[config.mk]
export PLATFORM = sky130hd
export DESIGN_NAME = clock_synth_reconfig_regs
export DESIGN_NICKNAME = d
export VERILOG_FILES = /design/src/core/clock_synth_reconfig_regs.v /design/src/core/frac_phase_sequencer.v
export VERILOG_INCLUDE_DIRS = /design/src /design/src/core
export SDC_FILE = /design/constraint.sdc
export NUM_CORES = 1
export LEC_CHECK = 0
export BUFFER_PORTS_ARGS = -buffer_cell sky130_fd_sc_hd__buf_4
export CORE_MARGIN = 4
export CORE_UTILIZATION = 57
export CTS_BUF_LIST = sky130_fd_sc_hd__clkbuf_2
export CTS_CLUSTER_SIZE = 10
export DETAILED_ROUTE_END_ITERATION = 6
export PLACE_DENSITY = 0.87
export RECOVER_POWER = 25
export SYNTH_ARGS = -nofsm -noshare
export SYNTH_HDL_FRONTEND = slang
export SYNTH_SLANG_ARGS = --single-unit
[constraint.sdc]
create_clock -name clk_in -period 3.8 [get_ports clk_in]
set_input_delay 0.57 -clock clk_in [delete_from_list [all_inputs] [get_ports clk_in]]
set_output_delay 0.57 -clock clk_in [all_outputs]
set_load 0.02 [all_outputs]
[src/core/clock_synth_consts.vh]
// Offsets, field positions, reset values and phase codes of the clock synthesizer bank
`ifndef CLOCK_SYNTH_CONSTS_VH
`define CLOCK_SYNTH_CONSTS_VH

// ----------------------------------------------------------------
// Register offsets
// ----------------------------------------------------------------
`define INPUT_INVERSION_CTRL_ADDR 7'h00
`define SPREAD_STEP_CTRL_ADDR     7'h04
`define LOOP_FILTER_CTRL_ADDR     7'h4F
`define STARTUP_ENABLE_CTRL_ADDR  7'h73

// ----------------------------------------------------------------
// Field positions
// ----------------------------------------------------------------
`define INV_FEEDBACK_BIT   3
`define INV_REF_B_BIT      2
`define INV_REF_A_BIT      1
`define SPREAD_START_MSB   5
`define SPREAD_START_LSB   3
`define SPREAD_STEP_MSB    2
`define SPREAD_STEP_LSB    0
`define RES_BIT3           15
`define RES_BIT2           12
`define RES_BIT1           11
`define RES_BIT0           8
`define HF_CAP_BIT1        7
`define HF_CAP_BIT0        4
`define TRISTATE_WAIT_BIT  15
`define STARTUP_WAIT_BIT   14
`define LOOP_ENABLE_BIT    12

// ----------------------------------------------------------------
// Reset values
// ----------------------------------------------------------------
`define SPREAD_START_RESET 3'h4
`define SPREAD_STEP_RESET  3'h7
`define LOOP_ENABLE_RESET  1'h1

// ----------------------------------------------------------------
// Fractional divider VCO phase codes
// ----------------------------------------------------------------
`define FRAC_PHASE_A       3'h0
`define FRAC_PHASE_B_START 3'h2
`define FRAC_PHASE_B_STEP  3'h2

`endif

[src/core/clock_synth_reconfig_regs.v]
// Reconfiguration register bank of the clock synthesizer
// Overview of operation
// - In fractional 2.125 mode counter A runs on VCO phase 0 and counter B starts on phase 2.
// - The output rises on counter A, falls on B's second edge, rises on B's next edge as B steps.
// - Spread register bits 5:3 hold the start step count, reset value 100.
// - Spread register bits 2:0 hold the spread step count, reset value 111.
// - Bit 2 of register 0x00 inverts the second reference clock input.
// - Bit 1 of register 0x00 inverts the first reference clock input.
// - Register 0x00 bits act exactly like the matching static inversion attributes.
// - The simpler loop exposes only the reduced register set.
// - With register 0x73 bit 15 set, lock detection waits for the tristate release.
// - With register 0x73 bit 14 set, start-up stalls until the loop reports lock.
// - Register 0x4F bits 15, 12, 11, 8 form the four-bit loop filter resistor setting.
// - Register 0x4F bits 7 and 4 form the two-bit high-frequency capacitor setting.
// - The fractional divider runs only when counter and fractional enables are both set.
`timescale 1ns/100ps
`default_nettype none
`include "clock_synth_consts.vh"

module clock_synth_reconfig_regs
#(
    parameter REF_A_INVERTED_ATTR    = 1'b0,
    parameter REF_B_INVERTED_ATTR    = 1'b0,
    parameter FEEDBACK_INVERTED_ATTR = 1'b0
)
(
    input  wire        clk_in,
    input  wire        rstn_in,
    input  wire        cfg_en_in,
    input  wire        cfg_we_in,
    input  wire [6:0]  cfg_addr_in,
    input  wire [15:0] cfg_wdata_in,
    output reg  [15:0] cfg_rdata_out,
    output reg         cfg_ready_out,
    input  wire        global_tristate_release_in,
    input  wire        lock_indicator_in,
    input  wire        counter_enable_in,
    input  wire        fractional_enable_in,
    input  wire        edge_a_in,
    input  wire        edge_b_in,
    output reg         invert_ref_input_a_out,
    output reg         invert_ref_input_b_out,
    output reg         invert_feedback_input_out,
    output reg  [2:0]  spread_start_step_count_out,
    output reg  [2:0]  spread_step_count_out,
    output reg  [3:0]  loop_filter_resistor_out,
    output reg  [1:0]  loop_filter_hf_cap_out,
    output reg         loop_enable_out,
    output reg         lock_detect_start_out,
    output reg         startup_stall_out,
    output wire        frac_clk_out,
    output wire [2:0]  phase_a_out,
    output wire [2:0]  phase_b_out,
    output wire        frac_active_out
);

    // ----------------------------------------------------------------
    // Register storage
    // ----------------------------------------------------------------
    reg [2:0] inv_q;        // Feedback, ref B, ref A
    reg [2:0] start_step_q;
    reg [2:0] step_q;
    reg [3:0] res_q;
    reg [1:0] hf_cap_q;
    reg       tristate_wait_q;
    reg       startup_wait_q;
    reg       loop_enable_q;

    // Address match, used by the write path and the read path
    function hit;
        input [6:0] addr;
        input [6:0] offset;
        begin
            hit = (addr == offset);
        end
    endfunction

    // ----------------------------------------------------------------
    // Pin synchronisers
    // ----------------------------------------------------------------
    wire [1:0] pin_raw;
    wire [1:0] pin_stable;

    assign pin_raw = {lock_indicator_in, global_tristate_release_in};

    genvar g;
    generate
        for (g = 0; g < 2; g = g + 1)
        begin : g_sync
            reg s1_q;
            reg s2_q;
            reg s3_q;
            reg agree_q;
            assign pin_stable[g] = agree_q;
            always @(posedge clk_in or negedge rstn_in)
            begin
                if (!rstn_in)
                begin
                    s1_q    <= 1'b0;
                    s2_q    <= 1'b0;
                    s3_q    <= 1'b0;
                    agree_q <= 1'b0;
                end
                else
                begin
                    s1_q <= pin_raw[g];
                    s2_q <= s1_q;
                    s3_q <= s2_q;
                    // A change counts only once two stages agree
                    if (s2_q == s3_q)
                        agree_q <= s3_q;
                end
            end
        end
    endgenerate

    // ----------------------------------------------------------------
    // Write path
    // ----------------------------------------------------------------
    wire wr;

    assign wr = cfg_en_in & cfg_we_in;

    always @(posedge clk_in or negedge rstn_in)
    begin
        if (!rstn_in)
        begin
            inv_q           <= 3'h0;
            start_step_q    <= `SPREAD_START_RESET;
            step_q          <= `SPREAD_STEP_RESET;
            res_q           <= 4'h0;
            hf_cap_q        <= 2'h0;
            tristate_wait_q <= 1'b0;
            startup_wait_q  <= 1'b0;
            loop_enable_q   <= `LOOP_ENABLE_RESET;
        end
        else if (wr)
        begin
            if (hit(cfg_addr_in, `INPUT_INVERSION_CTRL_ADDR))
                inv_q <= cfg_wdata_in[`INV_FEEDBACK_BIT:`INV_REF_A_BIT];
            if (hit(cfg_addr_in, `SPREAD_STEP_CTRL_ADDR))
            begin
                start_step_q <= cfg_wdata_in[`SPREAD_START_MSB:`SPREAD_START_LSB];
                step_q       <= cfg_wdata_in[`SPREAD_STEP_MSB:`SPREAD_STEP_LSB];
            end
            if (hit(cfg_addr_in, `LOOP_FILTER_CTRL_ADDR))
            begin
                res_q    <= {cfg_wdata_in[`RES_BIT3], cfg_wdata_in[`RES_BIT2],
                             cfg_wdata_in[`RES_BIT1], cfg_wdata_in[`RES_BIT0]};
                hf_cap_q <= {cfg_wdata_in[`HF_CAP_BIT1], cfg_wdata_in[`HF_CAP_BIT0]};
            end
            if (hit(cfg_addr_in, `STARTUP_ENABLE_CTRL_ADDR))
            begin
                tristate_wait_q <= cfg_wdata_in[`TRISTATE_WAIT_BIT];
                startup_wait_q  <= cfg_wdata_in[`STARTUP_WAIT_BIT];
                loop_enable_q   <= cfg_wdata_in[`LOOP_ENABLE_BIT];
            end
        end
    end

    // ----------------------------------------------------------------
    // Read path
    // ----------------------------------------------------------------
    // Only the reduced set decodes; every other address reads as zero
    reg [15:0] rdata;

    always @*
    begin
        rdata = 16'h0000;
        if (hit(cfg_addr_in, `INPUT_INVERSION_CTRL_ADDR))
            rdata[`INV_FEEDBACK_BIT:`INV_REF_A_BIT] = inv_q;
        else if (hit(cfg_addr_in, `SPREAD_STEP_CTRL_ADDR))
            rdata[`SPREAD_START_MSB:`SPREAD_STEP_LSB] = {start_step_q, step_q};
        else if (hit(cfg_addr_in, `LOOP_FILTER_CTRL_ADDR))
        begin
            rdata[`RES_BIT3]    = res_q[3];
            rdata[`RES_BIT2]    = res_q[2];
            rdata[`RES_BIT1]    = res_q[1];
            rdata[`RES_BIT0]    = res_q[0];
            rdata[`HF_CAP_BIT1] = hf_cap_q[1];
            rdata[`HF_CAP_BIT0] = hf_cap_q[0];
        end
        else if (hit(cfg_addr_in, `STARTUP_ENABLE_CTRL_ADDR))
        begin
            rdata[`TRISTATE_WAIT_BIT] = tristate_wait_q;
            rdata[`STARTUP_WAIT_BIT]  = startup_wait_q;
            rdata[`LOOP_ENABLE_BIT]   = loop_enable_q;
        end
    end

    // Every access, mapped or not, is answered one cycle later
    always @(posedge clk_in or negedge rstn_in)
    begin
        if (!rstn_in)
        begin
            cfg_rdata_out <= 16'h0000;
            cfg_ready_out <= 1'b0;
        end
        else
        begin
            cfg_ready_out <= cfg_en_in;
            if (cfg_en_in && !cfg_we_in)
                cfg_rdata_out <= rdata;
        end
    end

    // ----------------------------------------------------------------
    // Control outputs
    // ----------------------------------------------------------------
    always @(posedge clk_in or negedge rstn_in)
    begin
        if (!rstn_in)
        begin
            invert_ref_input_a_out      <= 1'b0;
            invert_ref_input_b_out      <= 1'b0;
            invert_feedback_input_out   <= 1'b0;
            spread_start_step_count_out <= `SPREAD_START_RESET;
            spread_step_count_out       <= `SPREAD_STEP_RESET;
            loop_filter_resistor_out    <= 4'h0;
            loop_filter_hf_cap_out      <= 2'h0;
            loop_enable_out             <= 1'b0;
            lock_detect_start_out       <= 1'b0;
            startup_stall_out           <= 1'b0;
        end
        else
        begin
            // Register bit and attribute are ORed, so either one alone inverts
            invert_ref_input_a_out    <= inv_q[0] | REF_A_INVERTED_ATTR;
            invert_ref_input_b_out    <= inv_q[1] | REF_B_INVERTED_ATTR;
            invert_feedback_input_out <= inv_q[2] | FEEDBACK_INVERTED_ATTR;
            spread_start_step_count_out <= start_step_q;
            spread_step_count_out       <= step_q;
            loop_filter_resistor_out    <= res_q;
            loop_filter_hf_cap_out      <= hf_cap_q;
            loop_enable_out             <= loop_enable_q;
            lock_detect_start_out <= loop_enable_q &
                                     (~tristate_wait_q | pin_stable[0]);
            startup_stall_out     <= startup_wait_q & ~pin_stable[1];
        end
    end

    // ----------------------------------------------------------------
    // Fractional divider
    // ----------------------------------------------------------------
    frac_phase_sequencer u_frac
    (
        .clk_in               (clk_in),
        .rstn_in              (rstn_in),
        .counter_enable_in    (counter_enable_in),
        .fractional_enable_in (fractional_enable_in),
        .edge_a_in            (edge_a_in),
        .edge_b_in            (edge_b_in),
        .frac_clk_out         (frac_clk_out),
        .phase_a_out          (phase_a_out),
        .phase_b_out          (phase_b_out),
        .frac_active_out      (frac_active_out)
    );

endmodule // clock_synth_reconfig_regs
`default_nettype wire

[src/core/frac_phase_sequencer.v]
// Fractional output divider sequencer for the 2.125 ratio
`timescale 1ns/100ps
`default_nettype none
`include "clock_synth_consts.vh"

module frac_phase_sequencer
(
    input  wire       clk_in,
    input  wire       rstn_in,
    input  wire       counter_enable_in,
    input  wire       fractional_enable_in,
    input  wire       edge_a_in,
    input  wire       edge_b_in,
    output reg        frac_clk_out,
    output reg  [2:0] phase_a_out,
    output reg  [2:0] phase_b_out,
    output reg        frac_active_out
);

    // ----------------------------------------------------------------
    // One-hot states
    // ----------------------------------------------------------------
    localparam [3:0] ST_IDLE   = 4'h1;
    localparam [3:0] ST_WAIT_A = 4'h2;
    localparam [3:0] ST_FIRST  = 4'h4;
    localparam [3:0] ST_SECOND = 4'h8;

    reg  [3:0] state_q;
    reg  [3:0] state_d;
    wire       active;

    assign active = counter_enable_in & fractional_enable_in;

    always @*
    begin
        state_d = state_q;
        case (state_q)
            ST_IDLE:   state_d = ST_WAIT_A;
            ST_WAIT_A: if (edge_a_in) state_d = ST_FIRST;
            ST_FIRST:  if (edge_b_in) state_d = ST_SECOND;
            ST_SECOND: if (edge_b_in) state_d = ST_FIRST;
            default:   state_d = ST_IDLE;
        endcase
    end

    // Output rises on counter A, falls on the second B edge, rises on the next B edge
    always @(posedge clk_in or negedge rstn_in)
    begin
        if (!rstn_in)
        begin
            state_q         <= ST_IDLE;
            frac_clk_out    <= 1'b0;
            phase_a_out     <= 3'h0;
            phase_b_out     <= 3'h0;
            frac_active_out <= 1'b0;
        end
        else if (!active)
        begin
            // Disabling drops the sequence so a re-enable starts cleanly on counter A
            state_q         <= ST_IDLE;
            frac_clk_out    <= 1'b0;
            phase_a_out     <= `FRAC_PHASE_A;
            phase_b_out     <= `FRAC_PHASE_B_START;
            frac_active_out <= 1'b0;
        end
        else
        begin
            state_q         <= state_d;
            frac_active_out <= 1'b1;
            phase_a_out     <= `FRAC_PHASE_A;
            if (state_q == ST_IDLE)
                phase_b_out <= `FRAC_PHASE_B_START;
            if (state_q == ST_WAIT_A && edge_a_in)
                frac_clk_out <= 1'b1;
            if (state_q == ST_SECOND && edge_b_in)
                frac_clk_out <= 1'b0;
            if (state_q == ST_FIRST && edge_b_in && frac_clk_out == 1'b0)
            begin
                frac_clk_out <= 1'b1;
                phase_b_out  <= phase_b_out + `FRAC_PHASE_B_STEP;
            end
        end
    end

endmodule // frac_phase_sequencer
`default_nettype wire

# ---- Yosys cells after proc, flatten, opt, wreduce, memory -nomap -nowiden
# Index checks and enable logic that the tools add are counted.
dict set report totals {
  regBits 66
}
dict set report classes {
  eq_ne 14
  bitwise_logic 8
  mux 33
  add_sub_neg 1
  n_reduce_logical 12
}
# operator count
set ops {}
lappend ops {{$mux W4} 5}
lappend ops {{$mux W2} 9}
lappend ops {{$pmux W4 S4} 1}
lappend ops {{$eq A7 B7 Y1 const B} 2}
lappend ops {{$mux W1} 14}
lappend ops {{$mux W3} 4}
lappend ops {{$ne A3 B3 Y1 const B} 4}
lappend ops {{$reduce_and A2 Y1} 4}
lappend ops {{$eq A7 B3 Y1 const B} 1}
lappend ops {{$logic_not A7 Y1} 1}
lappend ops {{$logic_and A1 B1 Y1} 5}
lappend ops {{$and A1 B1 Y1} 4}
lappend ops {{$eq A4 B1 Y1 const B} 1}
lappend ops {{$eq A4 B2 Y1 const B} 1}
lappend ops {{$eq A4 B3 Y1 const B} 1}
lappend ops {{$eq A4 B4 Y1 const B} 1}
lappend ops {{$ne A4 B4 Y1 const B} 1}
lappend ops {{$add A3 B2 Y3 const B} 1}
lappend ops {{$not A1 Y1} 3}
lappend ops {{$reduce_and A3 Y1} 1}
lappend ops {{$eq A1 B1 Y1} 2}
lappend ops {{$logic_not A1 Y1} 1}
lappend ops {{$or A1 B1 Y1} 1}

# ---- Longest topological paths before layout
# Gate-level depths: netlist of run 1.
dict set report depth {
  word_depth 6
  depth_mapped 5
  mapped_depth_nobuf 4
}

# ---- By module
# Synthesis of run 1 repeated with hierarchy kept, for this count alone.
dict set report hier_totals {
  cells_unflattened 194
  hier_area_um2 2603.7
}
# module n_inst cells_each area_each_um2
set by_module_without_submodules {}
lappend by_module_without_submodules {clock_synth_reconfig_regs 1 139 2068.2}
lappend by_module_without_submodules {frac_phase_sequencer 1 55 535.5}

# ---- Least setup slack after synthesis of run 1
# Ideal clock, no wire load.
dict set report synth_path {
  path_type {input -> register}
  start {in cfg_addr_in[2]}
  end {reg hf_cap_q[0]}
  cell_stages 4
  setup_slack_ps 2143
  required_ps 3675
  arrival_ps 1532
  setup_time_ps 125
  cell_sequence {buf_2 -> nand4bb_1 -> nor2_2 -> mux2_2}
}
dict set report synth_via {
  elab_chain_len 2
}
# element line_no
set synth_rtl {}
lappend synth_rtl {{start, declared} clock_synth_reconfig_regs.v:31} ;# input wire [6:0] cfg_addr_in,
lappend synth_rtl {{$eq A7 B7 Y1} clock_synth_reconfig_regs.v:74} ;# hit = (addr == offset);
lappend synth_rtl {{$reduce_and A2 Y1 (no source line)} -}
lappend synth_rtl {{end signal, assigned} clock_synth_reconfig_regs.v:150} ;# hf_cap_q <= {cfg_wdata_in[`HF_CAP_BIT1], cfg_wdata_in[`HF_CAP_BIT0]};
lappend synth_rtl {{end, declared} clock_synth_reconfig_regs.v:64} ;# reg [1:0] hf_cap_q;
# Every way passes these cells.
# A chain may end at the register's enable or synchronous reset.

# ---- Worst setup path in the final report of run 1
dict set report layout_path {
  start {reg spread_step_count_out[2]}
  end {out spread_step_count_out[2]}
}
# element line_no
set layout_lines {}
lappend layout_lines {{start, declared} clock_synth_reconfig_regs.v:45} ;# output reg [2:0] spread_step_count_out,
lappend layout_lines {{start signal, assigned} clock_synth_reconfig_regs.v:218} ;# spread_step_count_out <= `SPREAD_STEP_RESET;
lappend layout_lines {{start signal, assigned} clock_synth_reconfig_regs.v:232} ;# spread_step_count_out <= step_q;
# No word-level cell between the ends.

==> results of run 1 <==
==> final timing paths <==
check,to,slack (ps),depth (start not counted)
max,spread_step_count_out[2],2110,1
min,g_sync[1].s1_q$_DFF_PN0_,250,1
max reg2reg,u_frac.state_q[3]$_DFFE_PN0P_,2450,3
min reg2reg,g_sync[1].s2_q$_DFF_PN0_,370,0
max in group asynchronous,cfg_rdata_out[11]$_DFFE_PN0P_,2410,1
min in group asynchronous,g_sync[1].agree_q$_DFFE_PN0N_,480,1
==> cell type report <==
class,count,share of cell area [%]
inverters,3,0.368
clock buffers,10,1.64
repair buffers,63,15.2
flip-flops and latches,65,53.6
well taps,50,2.04
clock inverters,5,1.55
multi-input cells,113,25.6
==> registers in the layout (all words and copies together), names as in the netlist, 2 cells and up <==
name                         count
u_frac.state_q                   4
res_q                            4
g_sync.agree_q                   2
g_sync.s2_q                      2
g_sync.s3_q                      2
start_step_q                     3
loop_filter_hf_cap_out           2
spread_start_step_count_out      3
step_q                           3
hf_cap_q                         2
g_sync.s1_q                      2
u_frac.phase_b_out               2
inv_q                            3
spread_step_count_out            3
loop_filter_resistor_out         4
cfg_rdata_out                   12
==> metrics by stage <==
step | total power, mW | area [µm²]
finish | 1.21 | 3060
global route | 1.26 | 3060
CTS | 1.23 | 3070
detailed placement | 0.860 | 2970
global placement | 0.856 | 2970
floorplan | 0.803 | 2520
==> worst reg2reg max path: stages, from the launching register on <==
cell       delay [ps]
dfrtp_1           550
nor2b_1           230
nand2b_1           70
a2111oi_0         400
==> cells by family after synthesis <==
group                      Yosys count  synth area share (%)
DFF                                 65                  65.7
other                                1                 0.150
xor gates and xnor gates             2                 0.703
buffers and inverters               17                  3.91
muxes                               21                  9.78
AOI/OAI and AO/OA                   25                  6.72
adders and majority gates            2                 0.803
and+or+nand+nor                     55                  12.2
==> power by group through the flow <==
stage	Sequential (mW)	Clock, mW	Combinational, mW
2_1_floorplan	0.758	0	0.0447
3_3_place_gp	0.749	0	0.107
3_5_place_dp	0.750	0	0.110
4_1_cts	0.738	0.380	0.111
5_1_grt	0.740	0.401	0.119
6_report	0.736	0.365	0.108
==> placed cells by master, fill, tap and decap left out, drive strengths merged, types with 4 or more instances in the layout <==
master and count:
o21ai 8, nor3 5, buf 58, nand3 7, dfstp 10, nand2 14, dfrtp 55, clkbuf 15
nor2 11, mux2 18, clkinv 4, conb 8
==> per-layer routing <==
layer,up-vias,share of wire (%),wire (µm),GRT usage (%)
li1,780,-,-,-
met1,783,40,1940,23.3
met2,57,50,2400,30.6
met3,7,8.6,413,5.95
met4,0,1.4,66,9.86
met5,-,0,0,0
==> results.txt, run 1 <==
* Sort of element at the end of the critical path: output pin
- Number of buffers inserted by port buffering: 63
* Hold-fix buffer count after cts: 0
* MaxCap Viol Count: 1
- Total wire length after detailed routing: 4820 µm
- The core region is 4120 µm².
- The detailed router finished its first iteration with 147 violations.
- After filler insertion, the fill cell instance count of the layout stands at 279.
- Share of final-layout standard cells stronger than drive strength 1: 39.4%
- After global routing the overflow that remains totals 0.
- In this run, flip-flops and latches consume 60.9% of the power.
- After clock tree synthesis, the clock-pin slew on the worst setup and hold paths is 170 ps.
- Among all stages on the critical path, the largest delay is contributed by dfstp_2.
* Final hold violation count: 0
- In this run the worst path has a maximum fanout of 1.
* Setup WS post-layout: 2110 ps
- Post-synthesis cell type with the largest combined area: dfrtp_1
* Crit Reg-Reg Startpoint: u_frac.state_q[3]$_DFFE_PN0P_
- Post-CTS timing repair inserted 0 buffers for setup.
* Critical hold path startpoint: lock_indicator_in
* Root cell of the clock tree: clkbuf_2
* Number of buffer and inverter instances along the worst setup path: 1
* Net Sw Power: 0.296 mW
- In this run the count of I/O pins placed on the die edge is 76.
* Mean instance size in the synthesized netlist: 13.3 µm²
- Post-synthesis cell area: 2490 µm²
- Part of the power in the clock network: 30.2%
- Max stage delay on crit path: 550 ps
- The critical path goes through buf_4.
- Number of synthesized register bits: 65
* Unrepaired setup endpoints after global routing: no
- The congestion estimate from routability-driven global placement came to 0.785.
* Cell total after placement: 294
- The share of synthesized area in the top cell type comes to 55.2%.
* Share of synthesized area occupied by flip-flops and latches: 65.7%
* Time the worst path needs with I/O delays and setup: 1690 ps
* Estimated wirelength of the detail-placed design: 3480 µm
* Most frequent cell after synthesis: dfrtp_1
- Element type at the critical path start: flop
- Max VDD drop: 258 µV
- The min-delay analysis places its worst path in the category primary input to flop.
- Pin count of the biggest net entering global routing: 66
- Slew margin rel.: -1.76%
* Number of distinct library cells after synthesis: 42
* Max Freq: 590 MHz
- Setup violations remaining at the end of the flow were counted as 0.
* Leading cell types by count after synthesis: dfrtp_1 (55), mux2_2 (15), nand2_1 (14), dfstp_2 (10), nor2_1 (10)
- Yosys attributes the largest share of cell area to dfrtp_1 (55%), dfstp_2 (11%), mux2_2 (6.8%), buf_4 (2.4%), nand2_1 (2.1%).
* Starting density of the core: 60.6%
* Actual transition at the worst max-transition pin: 1530 ps
- Final clock period utilization by the worst path: 44.6%
- The checks that failed: max-capacitance violations, max-slew violations.
* TritonCTS Buffers: 9
- After detailed routing, the number of remaining DRC violations is 0.
* Global router's overall resource usage: 19.1%
- The pre-antenna-repair detailed-routing pass consisted of 4 iterations.
- Via count of the first global-routing pass: 1630
* Post-Syn Instances: 188
- Clock tree skew after final layout: 11.2 ps
- Once detail routing completed, the nets flagged for antenna violations numbered 0.
* Buffer levels on the longest clock path: 2
- The number of antenna diodes in the final layout is 0.
- Top Family by Delay on Critical Path: flip-flops
* Launch point of the critical path: spread_step_count_out[2]$_DFF_PN1_
- During synthesis, Yosys emitted a total of 0 warnings.
* Standard-cell rows: 23
- TritonCTS clock tree: done
- Arrival time of data at the critical path endpoint: 1120 ps
- Count of flip-flops with a built-in enable after synthesis: 0
- Dividing total power by cell area gives a power density of 395 nW/µm².
* Layout-stage area growth over the synthesis result: 22.7%
* Area occupied by multi-input gates: 783 µm²
* Net count of the finished layout: 288
- Switching Fraction: 24.5%
* Final core utilization: 74.4%
* Worst slack, placed: 1750 ps
- After the flow finishes, the layout carries non-filler instances totaling 309.
- After detailed routing, the number of vias per cell comes to 5.27.
- Internal power comes to 0.913 mW.
- The flow ran to the end, but the final reports show violations.
- For this run, asynchronously set or reset flops after synthesis account for 100%.
- H-Tree Depth: 3
- Max-slew violations: 66
- Hold timing on the final database bottoms out at a slack of 246 ps.
- In this run the vertical extent of the chip is 74.1 µm.
- Reg area: 1640 µm²
* Total number of clock tree sinks: 65
- The number of antenna violations at the first check in global routing is 0.
* Vias: 1627
- Power share of the combinational group: 8.9%
* Synth Flop Type: dfrtp_1
- Post-CTS Resized: 0
- WP data required: 3230 ps
- Wire length of the first global-routing pass: 7650 µm
* Accumulated negative setup slack: 0 ps
- In this run the horizontal extent of the chip is 74.1 µm.
* Static leakage: 1.53 nW
* Floorplan die area: 5500 µm²
* Latest clock arrival within the worst-skew pair: 440 ps
- Worst setup path class: flop to output pin
- After detailed routing, the average wire length per cell comes to 15.6 µm.
No activity file was read; power rests on OpenSTA's default activity.
==> inputs of run 2 (changes only) <==
--- a/config.mk
+++ b/config.mk
@@ -6,13 +6,14 @@
 export SDC_FILE = /design/constraint.sdc
 export NUM_CORES = 1
 export LEC_CHECK = 0
+export ABC_AREA = 1
 export BUFFER_PORTS_ARGS = -buffer_cell sky130_fd_sc_hd__buf_4
 export CORE_MARGIN = 4
-export CORE_UTILIZATION = 57
+export CORE_UTILIZATION = 48
 export CTS_BUF_LIST = sky130_fd_sc_hd__clkbuf_2
 export CTS_CLUSTER_SIZE = 10
 export DETAILED_ROUTE_END_ITERATION = 6
-export PLACE_DENSITY = 0.87
+export PLACE_DENSITY = 0.78
 export RECOVER_POWER = 25
 export SYNTH_ARGS = -nofsm -noshare
 export SYNTH_HDL_FRONTEND = slang
==> constraint.sdc (replaced) <==
create_clock -name clk_in -period 1.4 [get_ports clk_in]
set_input_delay 0.21 -clock clk_in [delete_from_list [all_inputs] [get_ports clk_in]]
set_output_delay 0.21 -clock clk_in [all_outputs]
set_load 0.02 [all_outputs]
==> results.txt, run 2 <==
* Most frequent cells in the layout: nand2_1 (84), buf_4 (60), dfrtp_1 (55)
- TritonCTS Buffers: 9 (unchanged)
- Final antenna-violating net count: 0 (unchanged)
* Number of antenna violations at the first check in global routing: 0 (unchanged)
* Power Total: 3.25 mW (+170%)
* Hold Path Class: primary input to flop
- The startpoint identified for the worst hold timing path is fractional_enable_in.
- Time the worst path needs with I/O delays and setup: 1330 ps
* Number of buffer and inverter instances along the worst setup path: 1 (unchanged)
- The worst setup path is captured at an output pin.
- Top Family by Delay on Critical Path: flip-flops
* Buffer levels on the longest clock path: 2 (unchanged)
* Run status: complete, no violations
- Post-Syn Instances: 270 (+44%)
* Crit Reg-Reg Startpoint: u_frac.state_q[1]$_DFFE_PN0P_
* Leading cell types by count after synthesis: nand2_1 (84), dfrtp_1 (55), nand3_1 (31), inv_1 (23), dfstp_2 (10)
- The estimated wirelength of the detail-placed design came to 4170 µm (+20%).
* Global router's overall resource usage: 18.8% (-0.30 points)
- Placeable core region: 5240 µm² (+27%)
- Final setup violation count: 0 (unchanged)
- The count of unique library cells instantiated by Yosys was 27 (-36%).
* WP data required: 1190 ps (-2040 ps)
- Most frequent standard cell in the layout excluding fill and tap cells: nand2_1
* Number of synthesized register bits: 65 (unchanged)
* Share of synthesized area occupied by flip-flops and latches: 61.8% (-3.9 points)
- The number of max-slew violations in the final report was 0 (-100%).
* Max stage delay on crit path: 560 ps (about the same)
- The number of input and output port buffers inserted was 63 (unchanged).
* H-Tree Depth: 3 (unchanged)
- Drt first-iter violations: 87 (-41%)
* Iteration count of the initial detailed-routing pass: 4 (unchanged)
* Hold path depth: 3 (+2)
- Unrepaired setup endpoints after global routing: yes
- The fraction of layout instances using a drive strength above 1 is 31.7% (-7.7 points).
- Placer congestion estimate: 0.766 (-2.4%)
- Net count of the finished layout: 397 (+38%)
* Count of flip-flops with a built-in enable after synthesis: 0 (unchanged)
- The global-route wire length before repair is 9490 µm (+24%).
* Overall overflow remaining after global route: 0 (unchanged)
* Worst setup path class: flop to output pin
- More flip-flops sit in one register than any other, and that register is cfg_rdata_out.
- Layout-stage area growth over the synthesis result: 30.9%
* Vias per cell: 4.73 (-10%)
- Total wire length after detailed routing: 5650 µm (+17%)
- Via count of the first global-routing pass: 2123 (+30%)
- Vias: 2078 (+28%)
* Power Density: 935 nW/µm² (+140%)
* Slew margin rel.: 57.4% (+59 points)
- The most used flip-flop cell after synthesis is dfrtp_1.
- TritonCTS clock tree: done
- Die span in y: 82.3 µm (+11%)
* Post-CTS clock slew at the launch and capture registers of the worst setup and hold paths: 170 ps (about the same)
- In this run the critical register-to-register path is captured at u_frac.phase_b_out[1]$_DFFE_PN0P_.
* Mean instance size in the synthesized netlist: 9.82 µm² (-26%)
* Post-detailed-route DRC marker count: 0 (unchanged)
- The die area is 6780 µm² (+23%).
- The starting density of the core is 50.6% (-10 points).
- Most frequent cell after synthesis: nand2_1
- The number of cells traversed by the worst register-to-register path is 8 (+5).
* Max Freq: 750 MHz
- The number of max-cap violations is 0 (-1).
- Post-synthesis cell type with the largest combined area: dfrtp_1
- The signal on the critical path passes through buf_6.
* Clock tree skew after final layout: 22.2 ps (+11.0 ps)
- The insertion delay to the later sink of the worst-skew pair was 470 ps (+30 ps).
* Fraction of post-synthesis cell area in the top cell type by area: 51.9% (-3.3 points)
* I/O pins: 76 (unchanged)
- Number of synthesis warnings: 0 (unchanged)
- Total number of clock tree sinks: 65 (unchanged)
* Worst-path maximum fanout: 1 (unchanged)
- R2R setup slack: 150 ps (-2300 ps)
- Post-detailed-route wirelength per cell: 12.9 µm (-17%)
- Final hold violation count: 0 (unchanged)
- The number of antenna cells inserted was 0 (unchanged).
- The share of flip-flops with an asynchronous set or reset after synthesis is 100% (unchanged).
- The die width was 82.3 µm (+11%).
- Final core utilization: 66.3% (-8.1 points)
- Largest register FFs: 12 (unchanged)
* Arrival time of data at the critical path endpoint: 1120 ps (about the same)
* Pin count of the biggest net entering global routing: 31 (-53%)
* Final clock period utilization by the worst path: 95.2%
* Largest cells by area after synthesis: dfrtp_1 (52%), nand2_1 (12%), dfstp_2 (9.9%), nand3_1 (5.9%), inv_1 (3.3%)
- The largest vdd supply drop was 604 µV (+130%).
- Hold path endpoint: u_frac.frac_clk_out$_DFFE_PN0P_
- Post-synthesis cell area: 2650 µm² (+6.3%)
- The number of rows created at floorplan came to 26 (+13%).
* Root cell of the clock tree: clkbuf_2
- STA classifies the critical path startpoint as a flop.
- Among all stages on the critical path, the largest delay is contributed by dfstp_2.
- Actual transition at the worst max-transition pin: 639 ps (-888 ps)
- The leakage power figure was 1.87 nW (+22%).
-- run 2: worst max-delay path by stage --
stage	to	slack, ps	cells after the start	start
finish	spread_step_count_out[1]	70	1	spread_step_count_out[1]$_DFF_PN1_
global route	spread_step_count_out[2]	-20	1	spread_step_count_out[2]$_DFF_PN1_
floorplan	u_frac.phase_b_out[1]$_DFFE_PN0P_	270	8	u_frac.state_q[1]$_DFFE_PN0P_
CTS	spread_step_count_out[1]	2	1	spread_step_count_out[1]$_DFF_PN1_
detailed placement	u_frac.phase_b_out[1]$_DFFE_PN0P_	140	8	u_frac.state_q[1]$_DFFE_PN0P_
global placement	u_frac.phase_b_out[1]$_DFFE_PN0P_	180	8	u_frac.state_q[1]$_DFFE_PN0P_
-- run 2: through the flow --
stage,cell area (µm²),instances,setup WS [ps],hold WS [ps],setup TNS (ps)
finish,3470,439,66.8,48.4,0
global route,3470,439,-19.5,17.1,-41.6
CTS,3460,439,2.39,8.37,0
detailed placement,3210,406,137,139,0
global placement,3210,406,178,136,0
floorplan,2680,277,265,-85.6,0
-- run 2: cells by family (layout without fill, tap and decap cells) --
logic type,after synthesis,in the layout,share of synthesized area (%)
simple gates,139,139,24.3
flops,65,65,61.8
buf+inv,40,132,7.55
compound gates,22,22,5.14
fa+ha+maj,2,2,0.755
other cells,1,8,0.141
xor+xnor,1,1,0.330
-- run 2: final cells by class --
class | instances | area [µm²]
Inverter | 29 | 109
Tap cell | 70 | 87.6
Fill cell | 419 | 1770
Multi-Input combinational cell | 172 | 841
Sequential cell | 65 | 1640
Clock inverter | 2 | 7.51
Clock buffer | 14 | 70.1
Timing Repair Buffer | 87 | 717
-- run 2: repair_timing --
item,4_1_cts,5_1_grt
hold endpoints to repair,78,0
buffers inserted,0,0
setup endpoints to repair,0,5
resized for setup,0,5
hold buffers,17,0
-- run 2: per-layer routing --
metal	track usage, %	wire [µm]	part of all wire, %	vias to the layer above
li1	-	-	-	1029
met1	23.2	2400	42	958
met2	29.2	2680	47	77
met3	7.16	467	8.3	14
met4	8.47	106	1.9	0
met5	0	0	0	-
-- run 2: power by group --
part / internal, mW / switching, mW / total, mW
clock network: 0.262 / 0.601 / 0.863
registers: 1.96 / 0.0403 / 2.00
logic: 0.166 / 0.217 / 0.383
